<file path="config.mk">
export PLATFORM = sky130hd
export DESIGN_NAME = umfc_ctrl
export DESIGN_NICKNAME = d
export VERILOG_FILES = /design/src/inc/umfc_pkg.sv /design/src/design/umfc_ctrl.sv
export VERILOG_INCLUDE_DIRS = /design/src /design/src/inc
export SDC_FILE = /design/constraint.sdc
export NUM_CORES = 1
export LEC_CHECK = 0
export BUFFER_PORTS_ARGS = -buffer_cell sky130_fd_sc_hd__buf_2
export CAP_MARGIN = 5
export CORE_MARGIN = 3
export CORE_UTILIZATION = 42
export DETAILED_ROUTE_END_ITERATION = 10
export GPL_TIMING_DRIVEN = 0
export PLACE_DENSITY = 0.9
export REMOVE_ABC_BUFFERS = 1
export SLEW_MARGIN = 15
export SYNTH_ARGS = -nofsm -noshare
export SYNTH_HDL_FRONTEND = slang
export SYNTH_SLANG_ARGS = --single-unit
</file>
<file path="constraint.sdc">
create_clock -name clock -period 2.6 [get_ports clock]
set_input_delay 0.52 -clock clock [delete_from_list [all_inputs] [get_ports clock]]
set_output_delay 0.52 -clock clock [all_outputs]
set_load 0.01 [all_outputs]
</file>
<file path="src/inc/umfc_params.svh">
// constants of the serial mode and frame control block
`ifndef UMFC_PARAMS_SVH
`define UMFC_PARAMS_SVH
// register indices as printed; byte address is four times the index
`define UMFC_IDX_STATUS     8'h04
`define UMFC_IDX_LINE_CTRL  8'h05
`define UMFC_IDX_RX_TX_CTRL 8'h06
`define UMFC_IDX_FRAME_CTRL 8'h07
`define UMFC_ADDR_W         8
// reset values
`define UMFC_RST_RX_TX      8'h00
`define UMFC_RST_FRAME      8'h03
`define UMFC_RST_SPI        8'h00
`define UMFC_RST_LINE       8'h00
// rx_tx_control bit positions
`define UMFC_B_RX_ON        7
`define UMFC_B_TX_ON        6
`define UMFC_B_SFD_ON       4
`define UMFC_B_OD_SEL       3
`define UMFC_B_RECEIVE_SPEED_MODE_HI    2
`define UMFC_B_RECEIVE_SPEED_MODE_LO    1
`define UMFC_B_MULTIPROCESSOR_FILTER         0
// frame_format_control bit positions
`define UMFC_B_COMMUNICATION_MODE_HI     7
`define UMFC_B_COMMUNICATION_MODE_LO     6
`define UMFC_B_PAR_HI       5
`define UMFC_B_PAR_LO       4
`define UMFC_B_STOP         3
`define UMFC_B_ORDER        2
`define UMFC_B_PHASE        1
// baud divisors and sync checks
`define UMFC_DIV_NORMAL     5'd16
`define UMFC_DIV_DOUBLE     5'd8
`define UMFC_PAIR_NOM       8'd32
`define UMFC_PAIR_TOL       8'd6
`define UMFC_SYNC_CHAR      8'h55
`endif

</file>
<file path="src/inc/umfc_pkg.sv">
// types of the serial mode and frame control block
package umfc_pkg;
   typedef enum logic [1:0] {
      UMFC_LD_OFF = 2'h0, UMFC_LD_EXT = 2'h1, UMFC_LD_INT = 2'h2, UMFC_LD_RSV = 2'h3
   } umfc_ld_t;
   typedef enum logic [1:0] {
      UMFC_RX_NORMAL = 2'h0, UMFC_RX_DOUBLE = 2'h1, UMFC_RX_GENAB = 2'h2, UMFC_RX_CONAB = 2'h3
   } umfc_rxm_t;
   typedef enum logic [1:0] {
      UMFC_CM_ASYNC = 2'h0, UMFC_CM_SYNC = 2'h1, UMFC_CM_IR = 2'h2, UMFC_CM_SPI = 2'h3
   } umfc_cm_t;
   typedef enum logic [1:0] {
      UMFC_PAR_OFF = 2'h0, UMFC_PAR_RSV = 2'h1, UMFC_PAR_EVEN = 2'h2, UMFC_PAR_ODD = 2'h3
   } umfc_par_t;
   // decoded setup handed to the shift engines
   typedef struct packed {
      umfc_cm_t   mode;
      umfc_par_t  parity;
      logic [1:0] stop_bits;
      logic [3:0] data_bits;
      logic       nine_low_first;
      logic       lsb_first;
      logic       sample_trailing;
      logic [4:0] baud_div;
      logic       rx_enabled;
      logic       tx_enabled;
   } umfc_cfg_t;
   // one finished receive frame
   typedef struct packed {
      logic       done;
      logic [8:0] data;
      logic       parity_bit;
      logic       stop_ok;
      logic       is_address;
      logic       overrun;
   } umfc_rxf_t;
endpackage : umfc_pkg

</file>
<file path="src/design/umfc_ctrl.sv">
// serial mode and frame control with its register slave
//
// Behaviour
// - line driver mode: off, external, internal, reserved
// - receiver on takes over receive pin
// - receiver off flushes buffer and error flags
// - receiver off resets autobaud in autobaud modes
// - transmitter runs until shifter and buffer empty
// - disabled transmitter releases pin as input
// - falling receive line wakes from sleep
// - open drain drives low only
// - double speed divides by 8, not 16, except in sync and spi modes
// - generic autobaud accepts any valid sync
// - constrained sync: pairs 32 +-6, data 0x55
// - autobaud only as asynchronous slave
// - speed field: normal, double, generic, constrained
// - multiprocessor filter drops non-address frames
// - mode field, value 3 selects spi layout
// - parity off, reserved, even, odd; checked
// - stop bits one or two, transmit only
// - width 5 to 8, reserved, nine low/high
// - spi bit order msb or lsb first
// - spi clock phase leading or trailing sample
`include "umfc_params.svh"

module umfc_ctrl
   import umfc_pkg::*;
(
   input  wire logic             clock,
   input  wire logic             srst,
   // ahb-lite slave
   input  wire logic             hsel,
   input  wire logic [31:0]      haddr,
   input  wire logic [1:0]       htrans,
   input  wire logic             hwrite,
   input  wire logic [2:0]       hsize,
   input  wire logic [31:0]      hwdata,
   input  wire logic             hready,
   output logic                  hreadyout,
   output logic                  hresp,
   output logic [31:0]           hrdata,
   // engine side
   output umfc_pkg::umfc_cfg_t   cfg,
   input  wire logic             tx_shift_busy,
   input  wire logic             tx_buf_full,
   input  wire logic             tx_bit,
   input  wire logic [8:0]       tx_char,
   output logic                  tx_parity,
   input  wire umfc_pkg::umfc_rxf_t rx_frame,
   output logic                  frame_keep,
   output logic                  rx_flush,
   output logic                  autobaud_reset,
   // sync character checker
   input  wire logic             sync_start,
   input  wire logic             pair_strobe,
   input  wire logic [7:0]       pair_samples,
   input  wire logic             sync_done,
   input  wire logic [7:0]       sync_data,
   input  wire logic             sync_baud_valid,
   output logic                  sync_ok,
   output logic                  sync_err,
   // pins and power
   input  wire logic             rxd,
   output logic                  rxd_owned,
   output logic                  txd_o,
   output logic                  txd_oe,
   output logic                  driver_enable_pin,
   input  wire logic             sleeping,
   output logic                  wake
);
   import umfc_pkg::*;

   // ************************************************************
   // register bus slave
   // ************************************************************
   logic [7:0]  line_q, rxtx_q, frame_q, spi_q;
   logic        wr_pend_q;
   logic [7:0]  wr_idx_q;
   logic [7:0]  rd_val;
   logic [7:0]  status;
   logic [7:0]  acc_idx;
   logic        acc;
   logic        rx_on_q, tx_on_q, tx_active_q;
   logic        framing_error_flag_q, ovf_q, parity_error_flag_q, sync_err_q;
   logic        spi_on;

   assign acc       = hsel & hready & htrans[1];
   assign acc_idx   = haddr[`UMFC_ADDR_W+1:2];
   assign hreadyout = 1'b1; // every access finishes with no wait state
   assign hresp     = 1'b0;
   assign spi_on    = umfc_cm_t'(frame_q[`UMFC_B_COMMUNICATION_MODE_HI:`UMFC_B_COMMUNICATION_MODE_LO]) == UMFC_CM_SPI;

   // read value chosen in the address phase; unmapped reads return zero
   always_comb begin
      if (acc_idx == `UMFC_IDX_STATUS) begin
         rd_val = status;
      end else if (acc_idx == `UMFC_IDX_LINE_CTRL) begin
         rd_val = line_q;
      end else if (acc_idx == `UMFC_IDX_RX_TX_CTRL) begin
         rd_val = rxtx_q;
      end else if (acc_idx == `UMFC_IDX_FRAME_CTRL) begin
         rd_val = spi_on ? spi_q : frame_q;
      end else begin
         rd_val = 8'h00;
      end
   end

   // read data is registered so it stands through the data phase
   always_ff @(posedge clock) begin
      if (srst) begin
         hrdata <= 32'h0;
      end else if (acc && !hwrite) begin
         hrdata <= {24'h0, rd_val};
      end
   end

   // write address held from address phase to data phase
   always_ff @(posedge clock) begin
      if (srst) begin
         wr_pend_q <= 1'b0;
         wr_idx_q  <= 8'h00;
      end else begin
         wr_pend_q <= acc & hwrite;
         wr_idx_q  <= acc_idx;
      end
   end

   // control registers; frame register layout follows the mode written
   always_ff @(posedge clock) begin
      if (srst) begin
         line_q  <= `UMFC_RST_LINE;
         rxtx_q  <= `UMFC_RST_RX_TX;
         frame_q <= `UMFC_RST_FRAME;
         spi_q   <= `UMFC_RST_SPI;
      end else if (wr_pend_q) begin
         if (wr_idx_q == `UMFC_IDX_LINE_CTRL) begin
            line_q <= {6'h0, hwdata[1:0]};
         end else if (wr_idx_q == `UMFC_IDX_RX_TX_CTRL) begin
            rxtx_q <= hwdata[7:0] & 8'hdf;
         end else if (wr_idx_q == `UMFC_IDX_FRAME_CTRL) begin
            if (umfc_cm_t'(hwdata[7:6]) == UMFC_CM_SPI) begin
               spi_q   <= hwdata[7:0] & 8'hc6;
               frame_q <= {hwdata[7:6], frame_q[5:0]};
            end else begin
               frame_q <= hwdata[7:0];
               spi_q   <= {hwdata[7:6], spi_q[5:0]};
            end
         end
      end
   end

   // ************************************************************
   // decoded configuration
   // ************************************************************
   umfc_ld_t  ld_mode;
   umfc_rxm_t rx_mode;
   umfc_cm_t  communication_mode;
   logic      od_sel, sfd_on, multiprocessor_filter_on, async_slave;

   assign ld_mode     = umfc_ld_t'(line_q[1:0]);
   assign rx_mode     = umfc_rxm_t'(rxtx_q[`UMFC_B_RECEIVE_SPEED_MODE_HI:`UMFC_B_RECEIVE_SPEED_MODE_LO]);
   assign communication_mode       = umfc_cm_t'(frame_q[`UMFC_B_COMMUNICATION_MODE_HI:`UMFC_B_COMMUNICATION_MODE_LO]);
   assign od_sel      = rxtx_q[`UMFC_B_OD_SEL];
   assign sfd_on      = rxtx_q[`UMFC_B_SFD_ON];
   assign multiprocessor_filter_on     = rxtx_q[`UMFC_B_MULTIPROCESSOR_FILTER];
   assign async_slave = communication_mode == UMFC_CM_ASYNC;
   assign rx_on_q     = rxtx_q[`UMFC_B_RX_ON];
   assign tx_on_q     = rxtx_q[`UMFC_B_TX_ON];

   // setup for the engines; reserved widths fall back to eight bits
   always_comb begin
      cfg.mode       = communication_mode;
      cfg.parity     = spi_on ? UMFC_PAR_OFF : umfc_par_t'(frame_q[5:4]);
      cfg.stop_bits  = (!spi_on && frame_q[`UMFC_B_STOP]) ? 2'd2 : 2'd1;
      cfg.nine_low_first = 1'b0;
      case (frame_q[2:0])
         3'h0: cfg.data_bits = 4'd5;
         3'h1: cfg.data_bits = 4'd6;
         3'h2: cfg.data_bits = 4'd7;
         3'h6: begin
            cfg.data_bits = 4'd9;
            cfg.nine_low_first = 1'b1;
         end
         3'h7: cfg.data_bits = 4'd9;
         default: cfg.data_bits = 4'd8;
      endcase
      if (spi_on) begin
         cfg.data_bits = 4'd8;
         cfg.nine_low_first = 1'b0;
      end
      cfg.lsb_first       = spi_on & spi_q[`UMFC_B_ORDER];
      cfg.sample_trailing = spi_on & spi_q[`UMFC_B_PHASE];
      // double speed except in sync and spi modes
      cfg.baud_div = (rx_mode == UMFC_RX_DOUBLE && communication_mode != UMFC_CM_SYNC && !spi_on)
                     ? `UMFC_DIV_DOUBLE : `UMFC_DIV_NORMAL;
      cfg.rx_enabled = rx_on_q;
      cfg.tx_enabled = tx_active_q;
   end

   assign rxd_owned = rx_on_q;

   // ************************************************************
   // receiver enable effects
   // ************************************************************
   logic rx_on_d1_q;
   logic rx_par_bad, frame_keep_d;
   always_ff @(posedge clock) begin
      if (srst) begin
         rx_on_d1_q     <= 1'b0;
         rx_flush       <= 1'b0;
         autobaud_reset <= 1'b0;
      end else begin
         rx_on_d1_q     <= rx_on_q;
         rx_flush       <= rx_on_d1_q & ~rx_on_q;
         autobaud_reset <= rx_on_d1_q & ~rx_on_q & rx_mode[1];
      end
   end

   // error flags; a disabled receiver holds them clear
   always_ff @(posedge clock) begin
      if (srst || !rx_on_q) begin
         framing_error_flag_q <= 1'b0;
         ovf_q  <= 1'b0;
         parity_error_flag_q <= 1'b0;
      end else if (rx_frame.done && frame_keep_d) begin
         framing_error_flag_q <= ~rx_frame.stop_ok;
         ovf_q  <= rx_frame.overrun;
         parity_error_flag_q <= rx_par_bad;
      end
   end

   // parity: even makes the ones count even, odd makes it odd
   logic [8:0] tx_mask, rx_mask;
   assign tx_mask = tx_char & ((9'h1 << cfg.data_bits) - 9'h1);
   assign rx_mask = rx_frame.data & ((9'h1 << cfg.data_bits) - 9'h1);
   assign tx_parity  = (^tx_mask) ^ cfg.parity[0];
   assign rx_par_bad = cfg.parity[1] & ((^rx_mask) ^ cfg.parity[0] ^ rx_frame.parity_bit);
   assign frame_keep_d = !multiprocessor_filter_on || rx_frame.is_address;

   // frame acceptance strobe for the receive buffer
   always_ff @(posedge clock) begin
      if (srst) begin
         frame_keep <= 1'b0;
      end else begin
         frame_keep <= rx_frame.done & rx_on_q & frame_keep_d;
      end
   end

   // ************************************************************
   // sync character checks
   // ************************************************************
   logic pair_bad_q, ab_mode;
   assign ab_mode = rx_mode[1] & async_slave & rx_on_q;

   // a pair outside the window spoils the whole sync character
   always_ff @(posedge clock) begin
      if (srst) begin
         pair_bad_q <= 1'b0;
      end else if (pair_strobe &&
                   (pair_samples > `UMFC_PAIR_NOM + `UMFC_PAIR_TOL ||
                    pair_samples < `UMFC_PAIR_NOM - `UMFC_PAIR_TOL)) begin
         pair_bad_q <= 1'b1;
      end else if (autobaud_reset || sync_start) begin
         pair_bad_q <= 1'b0;
      end
   end

   // verdict one cycle after the character is complete
   always_ff @(posedge clock) begin
      if (srst) begin
         sync_ok  <= 1'b0;
         sync_err <= 1'b0;
      end else if (sync_done && ab_mode) begin
         if (rx_mode == UMFC_RX_CONAB) begin
            sync_ok  <= sync_baud_valid & ~pair_bad_q & (sync_data == `UMFC_SYNC_CHAR);
            sync_err <= ~sync_baud_valid | pair_bad_q | (sync_data != `UMFC_SYNC_CHAR);
         end else begin
            sync_ok  <= sync_baud_valid;
            sync_err <= ~sync_baud_valid;
         end
      end else begin
         sync_ok  <= 1'b0;
         sync_err <= 1'b0;
      end
   end

   // sticky view for status; autobaud reset clears it
   always_ff @(posedge clock) begin
      if (srst) begin
         sync_err_q <= 1'b0;
      end else if (sync_err) begin
         sync_err_q <= 1'b1;
      end else if (autobaud_reset || sync_start) begin
         sync_err_q <= 1'b0;
      end
   end

   // ************************************************************
   // transmitter and pins
   // ************************************************************
   // disable waits for pending data so no frame is cut short
   always_ff @(posedge clock) begin
      if (srst) begin
         tx_active_q <= 1'b0;
      end else if (tx_on_q) begin
         tx_active_q <= 1'b1;
      end else if (!tx_shift_busy && !tx_buf_full) begin
         tx_active_q <= 1'b0;
      end
   end

   // pin drive; released and input once the transmitter is off
   always_ff @(posedge clock) begin
      if (srst) begin
         txd_o             <= 1'b1;
         txd_oe            <= 1'b0;
         driver_enable_pin <= 1'b0;
      end else begin
         txd_o <= od_sel ? 1'b0 : tx_bit;
         if (!tx_active_q) begin
            txd_oe <= 1'b0;
         end else if (od_sel) begin
            txd_oe <= ~tx_bit;
         end else if (ld_mode == UMFC_LD_INT) begin
            txd_oe <= tx_shift_busy;
         end else begin
            txd_oe <= 1'b1;
         end
         driver_enable_pin <= (ld_mode == UMFC_LD_EXT) & tx_active_q & tx_shift_busy;
      end
   end

   // start frame wake from sleep
   logic rxd_q;
   always_ff @(posedge clock) begin
      if (srst) begin
         rxd_q <= 1'b1;
         wake  <= 1'b0;
      end else begin
         rxd_q <= rxd;
         wake  <= sfd_on & rx_on_q & sleeping & rxd_q & ~rxd;
      end
   end

   assign status = {2'b00, sync_err_q, tx_active_q, 1'b0, framing_error_flag_q, ovf_q, parity_error_flag_q};
endmodule : umfc_ctrl

</file>
==> results of run 1 <==
==> state kept, by name (all words and copies together), names as in the netlist, 2 cells and up <==
name,cells
line_q,2
rxtx_q,7
wr_idx_q,8
hrdata,8
spi_q,2
frame_q,8
==> kinds of logic after synthesis <==
family,Yosys count
AOI/OAI and AO/OA,46
other,2
buffers and inverters,60
xor gates and xnor gates,18
and+or+nand+nor,115
adders and majority gates,1
muxes,18
DFF,53
==> synthesized netlist by cell type (2+ instances only) <==
cell and instances:
nand2b_1 4, buf_2 5, mux4_2 2, clkbuf_1 8
nor3b_1 3, nand4b_1 3, mux2i_1 13, o21ai_0 8
mux2_2 3, nor4bb_1 3, nor4b_1 2, o41ai_1 2
inv_1 12, a21o_1 3, a211o_1 2, or2_2 2
nand2_1 19, dfxtp_1 53, nor3_1 4, o21ai_1 2
xor2_1 3, nor2_1 43, a22oi_1 6, buf_4 34
nand3_1 7, and2_1 4, a211oi_1 2, and3_1 3
nor2b_1 10, conb_1 2, a21oi_1 13, xnor2_1 14
==> worst max-delay path by stage <==
stage | start | endpoint | slack, ns
final | frame_q[6] | tx_parity | 0.16
after global routing | frame_q[2] | tx_parity | 0.06
after CTS | frame_q[7] | tx_parity | 0.04
after detailed placement | frame_q[6] | tx_parity | 0.33
after global placement | frame_q[6] | tx_parity | 0.36
after floorplan | frame_q[6] | tx_parity | 0.61
==> routing by layer <==
metal | routed length, µm | vias to the layer above | track usage
li1 | - | 1178 | -
met1 | 2775 | 1067 | 0.2138
met2 | 3139 | 104 | 0.2947
met3 | 548 | 8 | 0.03690
met4 | 67 | 0 | 0.04391
met5 | 0 | - | 0
==> metrics by stage <==
stage          hold WS [ns]  instance area, µm²   power, W
2_1_floorplan        0.4263                2537  0.0009525
3_3_place_gp         0.4388                3157   0.001036
3_5_place_dp         0.4533                3157   0.001041
4_1_cts              0.3963                3244   0.001491
5_1_grt              0.4076                3246   0.001543
6_report             0.4099                3246   0.001478
==> area by class of cell <==
class | count | area [µm²]
repair buffers | 105 | 525.5
clock buffers | 7 | 86.33
inverters | 12 | 45.04
flip-flops and latches | 53 | 1064
multi-input cells | 229 | 1431
well taps | 75 | 93.84
fillers | 568 | 2885
==> repair_timing <==
item / CTS / global route
pin swaps: 0 / 0
endpoints found under the setup margin: 1 / 1
gates resized for setup: 1 / 1
==> power groups by stage <==
| stage | Clock, W | Sequential, W | Combinational, W |
|---|---|---|---|
| 2_1_floorplan | 0 | 0.000844 | 0.000109 |
| 3_5_place_dp | 0 | 0.000845 | 0.000196 |
| 3_3_place_gp | 0 | 0.000844 | 0.000192 |
| 6_report | 0.000456 | 0.000825 | 0.000197 |
| 4_1_cts | 0.000469 | 0.000826 | 0.000196 |
| 5_1_grt | 0.000498 | 0.000826 | 0.000219 |
==> critical path, stage by stage, from the launching register on <==
cell and delay, ns:
dfxtp_2 0.41, and2_1 0.25, o41ai_1 0.34, xnor2_1 0.15, xnor2_1 0.20, xnor2_1 0.13, buf_2 0.15
==> flow_summary.toml, run 1 <==
[synth]
synth_mux_area_frac = 0.07598
yosys.area_share.xor_xnor = 0.06233
synth-simple-area-share = 0.2229
synth_area_leader_cell = "dfxtp_1"
ys_top_cells_by_area = "dfxtp_1 (39%), buf_4 (9.3%), nor2_1 (5.9%)"
syn_area_per_cell_um2 = 8.786
synthAdderAreaFrac = 0.004550
synth.cell_area_um2 = 2750
synthArstFlopShare = 0
synth_edf_count = 0
synth_top_area_share = 0.3858
synth_compound_area_frac = 0.1124
synth_seq_cells = 53
synth_cell_type_count = 51
synth_ff_type = "dfxtp_1"
yosysWarnings = 0
synth_top_family_by_area = "simple AND/OR/NAND/NOR gates"
synth_seq_area_share = 0.3858
postSynthCellCount = 313

[worst_hold_path]
min_path_type = "input port to flop"
min_to = "sync_err"
min_path_cells = 2
hold_start = "sync_baud_valid"

[grt]
grt_use_total = 0.1702
gr-total-overflow = 0
grt_max_degree = 45
grt_pass1_vias = 2223
grt_pass1_wl_um = 10200
antenna_found_initial = 0

[cts]
insertion_delay_ns = 0.29
post-cts-setup-buffer-count = 0
hold_buffers = 0
clk_path_buf_depth = 2
cts_tree = "yes"
clk_pin_slew_worst_paths_ns = 0.08
cts.htree.levels = 2
cts_root_buf = "clkbuf_8"
cts_buffers = 5
cts_num_sinks = 53

[setup_path]
path_max_fanout = 12
timing.rr.end = "rxtx_q[2]"
r2r_cells = 5
start_kind = "flop"
timing.rr.start = "wr_idx_q[3]"
crit_required_ns = 2.08
cp.arrival_ns = 1.92
reg2reg_slack_ns = 0.35
path_class = "flop to output port"
cp-end-kind = "output port"

[power_and_ir_drop]
net-switching-power_w = 0.0003491
irDropWorstVdd_mv = 0.2928
p_per_area_nw_per_um2 = 455.4
clock_power_share = 0.308
p_sw_frac = 0.2362
leakage_nw = 1.619
power_frac_comb = 0.133
p_int_w = 0.001129
seq_power_share = 0.558

[sta]
finalCritPeriodShare = 0.9387
setup_violations = 0
min_period_ns = 2.441
slew_violations = 0
fmax_mhz = 409.7
hold_viol_final = 0
worstMarginPinSlew_ns = 0.7841
tns_ns = 0
timing.slew.headroom = 0.4773
finalWorstSetupSlack_ns = 0.1595
rsz0062_at_grt = "no"
skew_ns = 0.003548

[routing]
routed_via_density = 4.900
drt_iter0_drc = 102
ant_nets = 0
firstDrtPassIters = 4
wl_per_cell_um = 13.58
drc_errors = 0
wirelength_um = 6530
vias = 2357

[place]
post-place-ws_ns = 0.3321
io_buffers = 105
dp_cells = 474
finalWeightedCongestion = 0.8045
hpwl_um = 5216

[layout]
postLayoutCoreUtil = 0.5294
n_antenna_cell = 0
syn_to_final_growth_pct = 18.02
final_common_cell = "buf_2"
fin_nets = 529
layout_common_cells = "buf_2 (105), dfxtp_1 (51), nor2_1 (43)"
finalNonFillerCells = 481
drive_gt1_frac = 0.3079

[floorplanning]
start_util = 0.4486
row_count = 28
die_w_um = 86.92
ios = 187
die-height_um = 86.92
die-area_um2 = 7555
core_um2 = 6131

[run]
max-cap-violations = 0

[run_status]
status = "complete, no violations"
Power figures use the tool's default switching activity.
==> inputs of run 2 (changes only) <==
GPL_TIMING_DRIVEN = default   (was 0)
SETUP_SLACK_MARGIN = 0.2   (was default)
clock period = 2.28 ns   (was 2.6 ns; I/O delays follow)
==> flow_summary.toml, run 2 (same netlist as run 1, synthesis figures left out) <==
[sta]
min_period_ns = 2.200
setup_violations = 0
finalCritPeriodShare = 0.9649
rsz0062_at_grt = "yes"
skew_ns = 0.009161
tns_ns = 0
finalWorstSetupSlack_ns = 0.08004
fmax_mhz = 454.6
slew_violations = 0
hold_viol_final = 0

[worst_hold_path]
min_path_cells = 2
min_to = "sync_err"
hold_start = "sync_baud_valid"
min_path_type = "input port to flop"

[setup_path]
critPathTopFamily = "flip-flops"
path_class = "flop to output port"
timing.rr.start = "wr_idx_q[3]"
crit_chain = "a211oi_2 > mux2_4 > nand2_4 > xnor2_2 > xnor2_1 > buf_2"
reg2reg_slack_ns = 0.32
crit_cells = 6
timing.rr.end = "frame_q[0]"
crit_slowest_cell = "dfxtp_4"
cp.arrival_ns = 1.74
r2r_cells = 5
path_max_fanout = 6
crit_required_ns = 1.82
worst-path-buf-inv = 1
start_kind = "flop"
cp-end-kind = "output port"
cpPeakStageDelay_ns = 0.38

[place]
post-place-ws_ns = 0.2524
io_buffers = 105
finalWeightedCongestion = 0.8320
hpwl_um = 5433
place_area_um2 = 3194

[power_and_ir_drop]
seq_power_share = 0.535
power_frac_comb = 0.139
net-switching-power_w = 0.0004245
irDropWorstVdd_mv = 0.4807
leakage_nw = 1.701
p_per_area_nw_per_um2 = 512.9
finalPower_w = 0.001749
clock_power_share = 0.326
p_int_w = 0.001324
p_sw_frac = 0.2427

[layout]
syn_to_final_growth_pct = 23.98
drive_gt1_frac = 0.3510
largestRegisters = "frame_q (8), hrdata (8), wr_idx_q (8)"
final_common_cell = "buf_2"
postLayoutCoreUtil = 0.5561
fin_area_um2 = 3410
layout_common_cells = "buf_2 (105), dfxtp_1 (48), nor2_1 (43)"
fin_nets = 538
n_antenna_cell = 0

[run]
max-cap-violations = 0

[grt]
grt_max_degree = 44
gr-total-overflow = 0
grt_pass1_wl_um = 10880
antenna_found_initial = 0
grt_use_total = 0.1799
grt_pass1_vias = 2384

[floorplanning]
core_um2 = 6131
die-area_um2 = 7555
row_count = 28
start_util = 0.4486
ios = 187
die-height_um = 86.92
die_w_um = 86.92

[routing]
drt_iter0_drc = 212
drc_errors = 0
wirelength_um = 7080
ant_nets = 0
vias = 2482
firstDrtPassIters = 4
routed_via_density = 5.055
wl_per_cell_um = 14.42

[cts]
cts_buffers = 5
cts_num_sinks = 53
cts.htree.levels = 2
cts_root_buf = "clkbuf_8"
clk_path_buf_depth = 2
insertion_delay_ns = 0.30
clk_pin_slew_worst_paths_ns = 0.10
hold_buffers = 0
cts_tree = "yes"

[run_status]
status = "complete, no violations"
[run 2: area by class of cell]
class	count	area, µm²
Fill cell	537	2721
Timing Repair Buffer	114	596.8
Clock inverter	1	5.005
Sequential cell	53	1080
Multi-Input combinational cell	229	1493
Inverter	12	45.04
Tap cell	75	93.84
Clock buffer	7	96.34
[run 2: power by group through the flow]
| stage | clock [W] | combinational, W | sequential [W] |
|---|---|---|---|
| 5_1_grt | 0.000622 | 0.000265 | 0.000937 |
| 6_report | 0.000570 | 0.000243 | 0.000936 |
| 2_1_floorplan | 0 | 0.000124 | 0.000962 |
| 3_5_place_dp | 0 | 0.000226 | 0.000963 |
| 3_3_place_gp | 0 | 0.000221 | 0.000962 |
| 4_1_cts | 0.000572 | 0.000238 | 0.000937 |
[run 2: worst max-delay path by stage]
stage | to | slack, ns | from
2_1_floorplan | parity_error_flag_q | 0.33 | frame_q[6]
3_3_place_gp | tx_parity | 0.29 | tx_char[2]
3_5_place_dp | frame_q[0] | 0.25 | wr_idx_q[3]
4_1_cts | tx_parity | 0.09 | frame_q[7]
5_1_grt | tx_parity | 0.0008 | frame_q[6]
6_report | tx_parity | 0.08 | frame_q[6]
[run 2: layer usage]
metal,global-route usage,part of all wire
met5,0,0
met4,0.02975,0.0092
met3,0.04163,0.088
met2,0.3209,0.51
met1,0.2233,0.39
[run 2: timing repair]
action | 4_1_cts | 5_1_grt
pin swaps | 7 | 6
buffers inserted | 4 | 0
resized for setup | 18 | 4
setup endpoints to repair | 1 | 2
[run 2: per-stage QoR]
stage               cells  hold slack, ns
floorplan             294          0.4263
global placement      479          0.4402
detailed placement    479          0.4516
CTS                   491          0.3369
global route          491          0.3277
finish                491          0.3364
==> inputs of run 3 (changes only) <==
--- a/config.mk
+++ b/config.mk
@@ -12,5 +12,5 @@
 export CORE_UTILIZATION = 42
 export DETAILED_ROUTE_END_ITERATION = 10
-export PLACE_DENSITY = 0.9
+export PLACE_DENSITY_LB_ADDON = 0.05
 export REMOVE_ABC_BUFFERS = 1
 export SETUP_SLACK_MARGIN = 0.2
==> constraint.sdc (replaced) <==
create_clock -name clock -period 2.28 [get_ports clock]
set_input_delay 0.114 -clock clock [delete_from_list [all_inputs] [get_ports clock]]
set_output_delay 0.114 -clock clock [all_outputs]
set_load 0.01 [all_outputs]
==> flow_summary.toml, run 3 (same netlist as run 1, synthesis figures left out) <==
[run_status]
status = "complete, no violations"

[setup_path]
path_class = "flop to output port"
path_max_fanout = 9
start_kind = "flop"
r2r_cells = 5
crit_chain = "buf_4 > and2_1 > o41ai_2 > xnor2_1 > xnor2_1 > xnor2_1 > buf_2"
crit_required_ns = 2.17
critPathTopFamily = "XOR/XNOR gates"
timing.rr.start = "wr_idx_q[3]"
crit_cells = 7
crit_slowest_cell = "dfxtp_2"
cpPeakStageDelay_ns = 0.35
worst-path-buf-inv = 2
cp-end-kind = "output port"
reg2reg_slack_ns = 0.33
crit_path_frequent_cell = "xnor2_1"
cp.arrival_ns = 1.90
timing.rr.end = "frame_q[0]"

[sta]
rsz0062_at_grt = "yes"
hold_viol_final = 0
tns_ns = 0
min_period_ns = 2.014
fmax_mhz = 496.5
setup_violations = 0
skew_ns = 0.01009
finalCritPeriodShare = 0.8833
slew_violations = 0

[cts]
post-cts-setup-buffer-count = 0
cts.htree.levels = 2
cts_root_buf = "clkbuf_8"
clk_path_buf_depth = 2
clk_pin_slew_worst_paths_ns = 0.10
cts_num_sinks = 53
cts_buffers = 5
insertion_delay_ns = 0.31
cts_tree = "yes"

[floorplanning]
die-height_um = 86.92
die-area_um2 = 7555
row_count = 28
die_w_um = 86.92
core_um2 = 6131
start_util = 0.4486
ios = 187

[grt]
grt_pass1_vias = 2216
grt_max_degree = 44
gr-total-overflow = 0
grt_use_total = 0.1669
grt_pass1_wl_um = 9929
antenna_found_initial = 0

[routing]
routed_via_density = 4.832
wirelength_um = 6506
firstDrtPassIters = 4
ant_nets = 0
wl_per_cell_um = 13.30
vias = 2363
drt_iter0_drc = 96
drc_errors = 0

[worst_hold_path]
min_path_cells = 2
hold_start = "haddr[8]"
min_to = "wr_idx_q[6]"
min_path_type = "input port to flop"

[layout]
fin_nets = 536
syn_to_final_growth_pct = 21.84
largestRegisters = "frame_q (8), hrdata (8), wr_idx_q (8)"
fin_area_um2 = 3351
drive_gt1_frac = 0.3213
final_common_cell = "buf_2"
layout_common_cells = "buf_2 (105), dfxtp_1 (51), nor2_1 (43)"
n_antenna_cell = 0

[power_and_ir_drop]
p_per_area_nw_per_um2 = 542.8
leakage_nw = 1.668
irDropWorstVdd_mv = 0.3280

[place]
place_area_um2 = 3187
io_buffers = 105
hpwl_um = 5001
finalWeightedCongestion = 0.7882

[run]
max-cap-violations = 0
-- run 3: stage by stage --
stage	total power (W)	std cells	setup slack, ns	utilization	hold slack, ns
6_report	0.001819	489	0.2661	0.5465	0.02456
5_1_grt	0.001901	489	0.1329	0.5465	0.01625
4_1_cts	0.001830	489	0.2009	0.5451	0.01442
3_5_place_dp	0.001187	478	0.2887	0.5198	0.3181
3_3_place_gp	0.001185	478	0.2997	0.5198	0.3104
2_1_floorplan	0.001086	294	0.3311	-	0.1831
-- run 3: timing repair --
| action | CTS | global route |
|---|---|---|
| setup endpoints to repair | 1 | 8 |
| pin swaps | 0 | 1 |
| resized for setup | 2 | 3 |
| hold endpoints to repair | 3 | 0 |
| hold buffers | 3 | 0 |
-- run 3: metal layers --
layer / up-vias / GRT usage / routed length, µm
met5: - / 0 / 0
met4: 0 / 0.03399 / 42
met1: 1060 / 0.2214 / 2867
met3: 5 / 0.04068 / 618
li1: 1193 / - / -
met2: 105 / 0.2761 / 2978
-- run 3: area by class of cell --
type                            count  area [µm²]
Fill cell                         587        2780
Multi-Input combinational cell    229        1450
Sequential cell                    53        1064
Timing Repair Buffer              112       585.6
Tap cell                           75       93.84
Clock buffer                        5       68.82
Inverter                           12       45.04
Clock inverter                      3       43.79
-- run 3: worst max-delay path by stage --
| stage | from | end | slack (ns) |
|---|---|---|---|
| 5_1_grt | frame_q[6] | tx_parity | 0.13 |
| 2_1_floorplan | frame_q[6] | parity_error_flag_q | 0.33 |
| 3_5_place_dp | wr_idx_q[3] | frame_q[1] | 0.29 |
| 4_1_cts | frame_q[7] | tx_parity | 0.20 |
| 3_3_place_gp | frame_q[7] | parity_error_flag_q | 0.30 |
| 6_report | frame_q[6] | tx_parity | 0.27 |
-- run 3: power breakdown --
part / switching (W) / internal, W
clock network: 0.000317 / 0.000329
logic: 0.000115 / 0.000115
registers: 0.00000577 / 0.000936
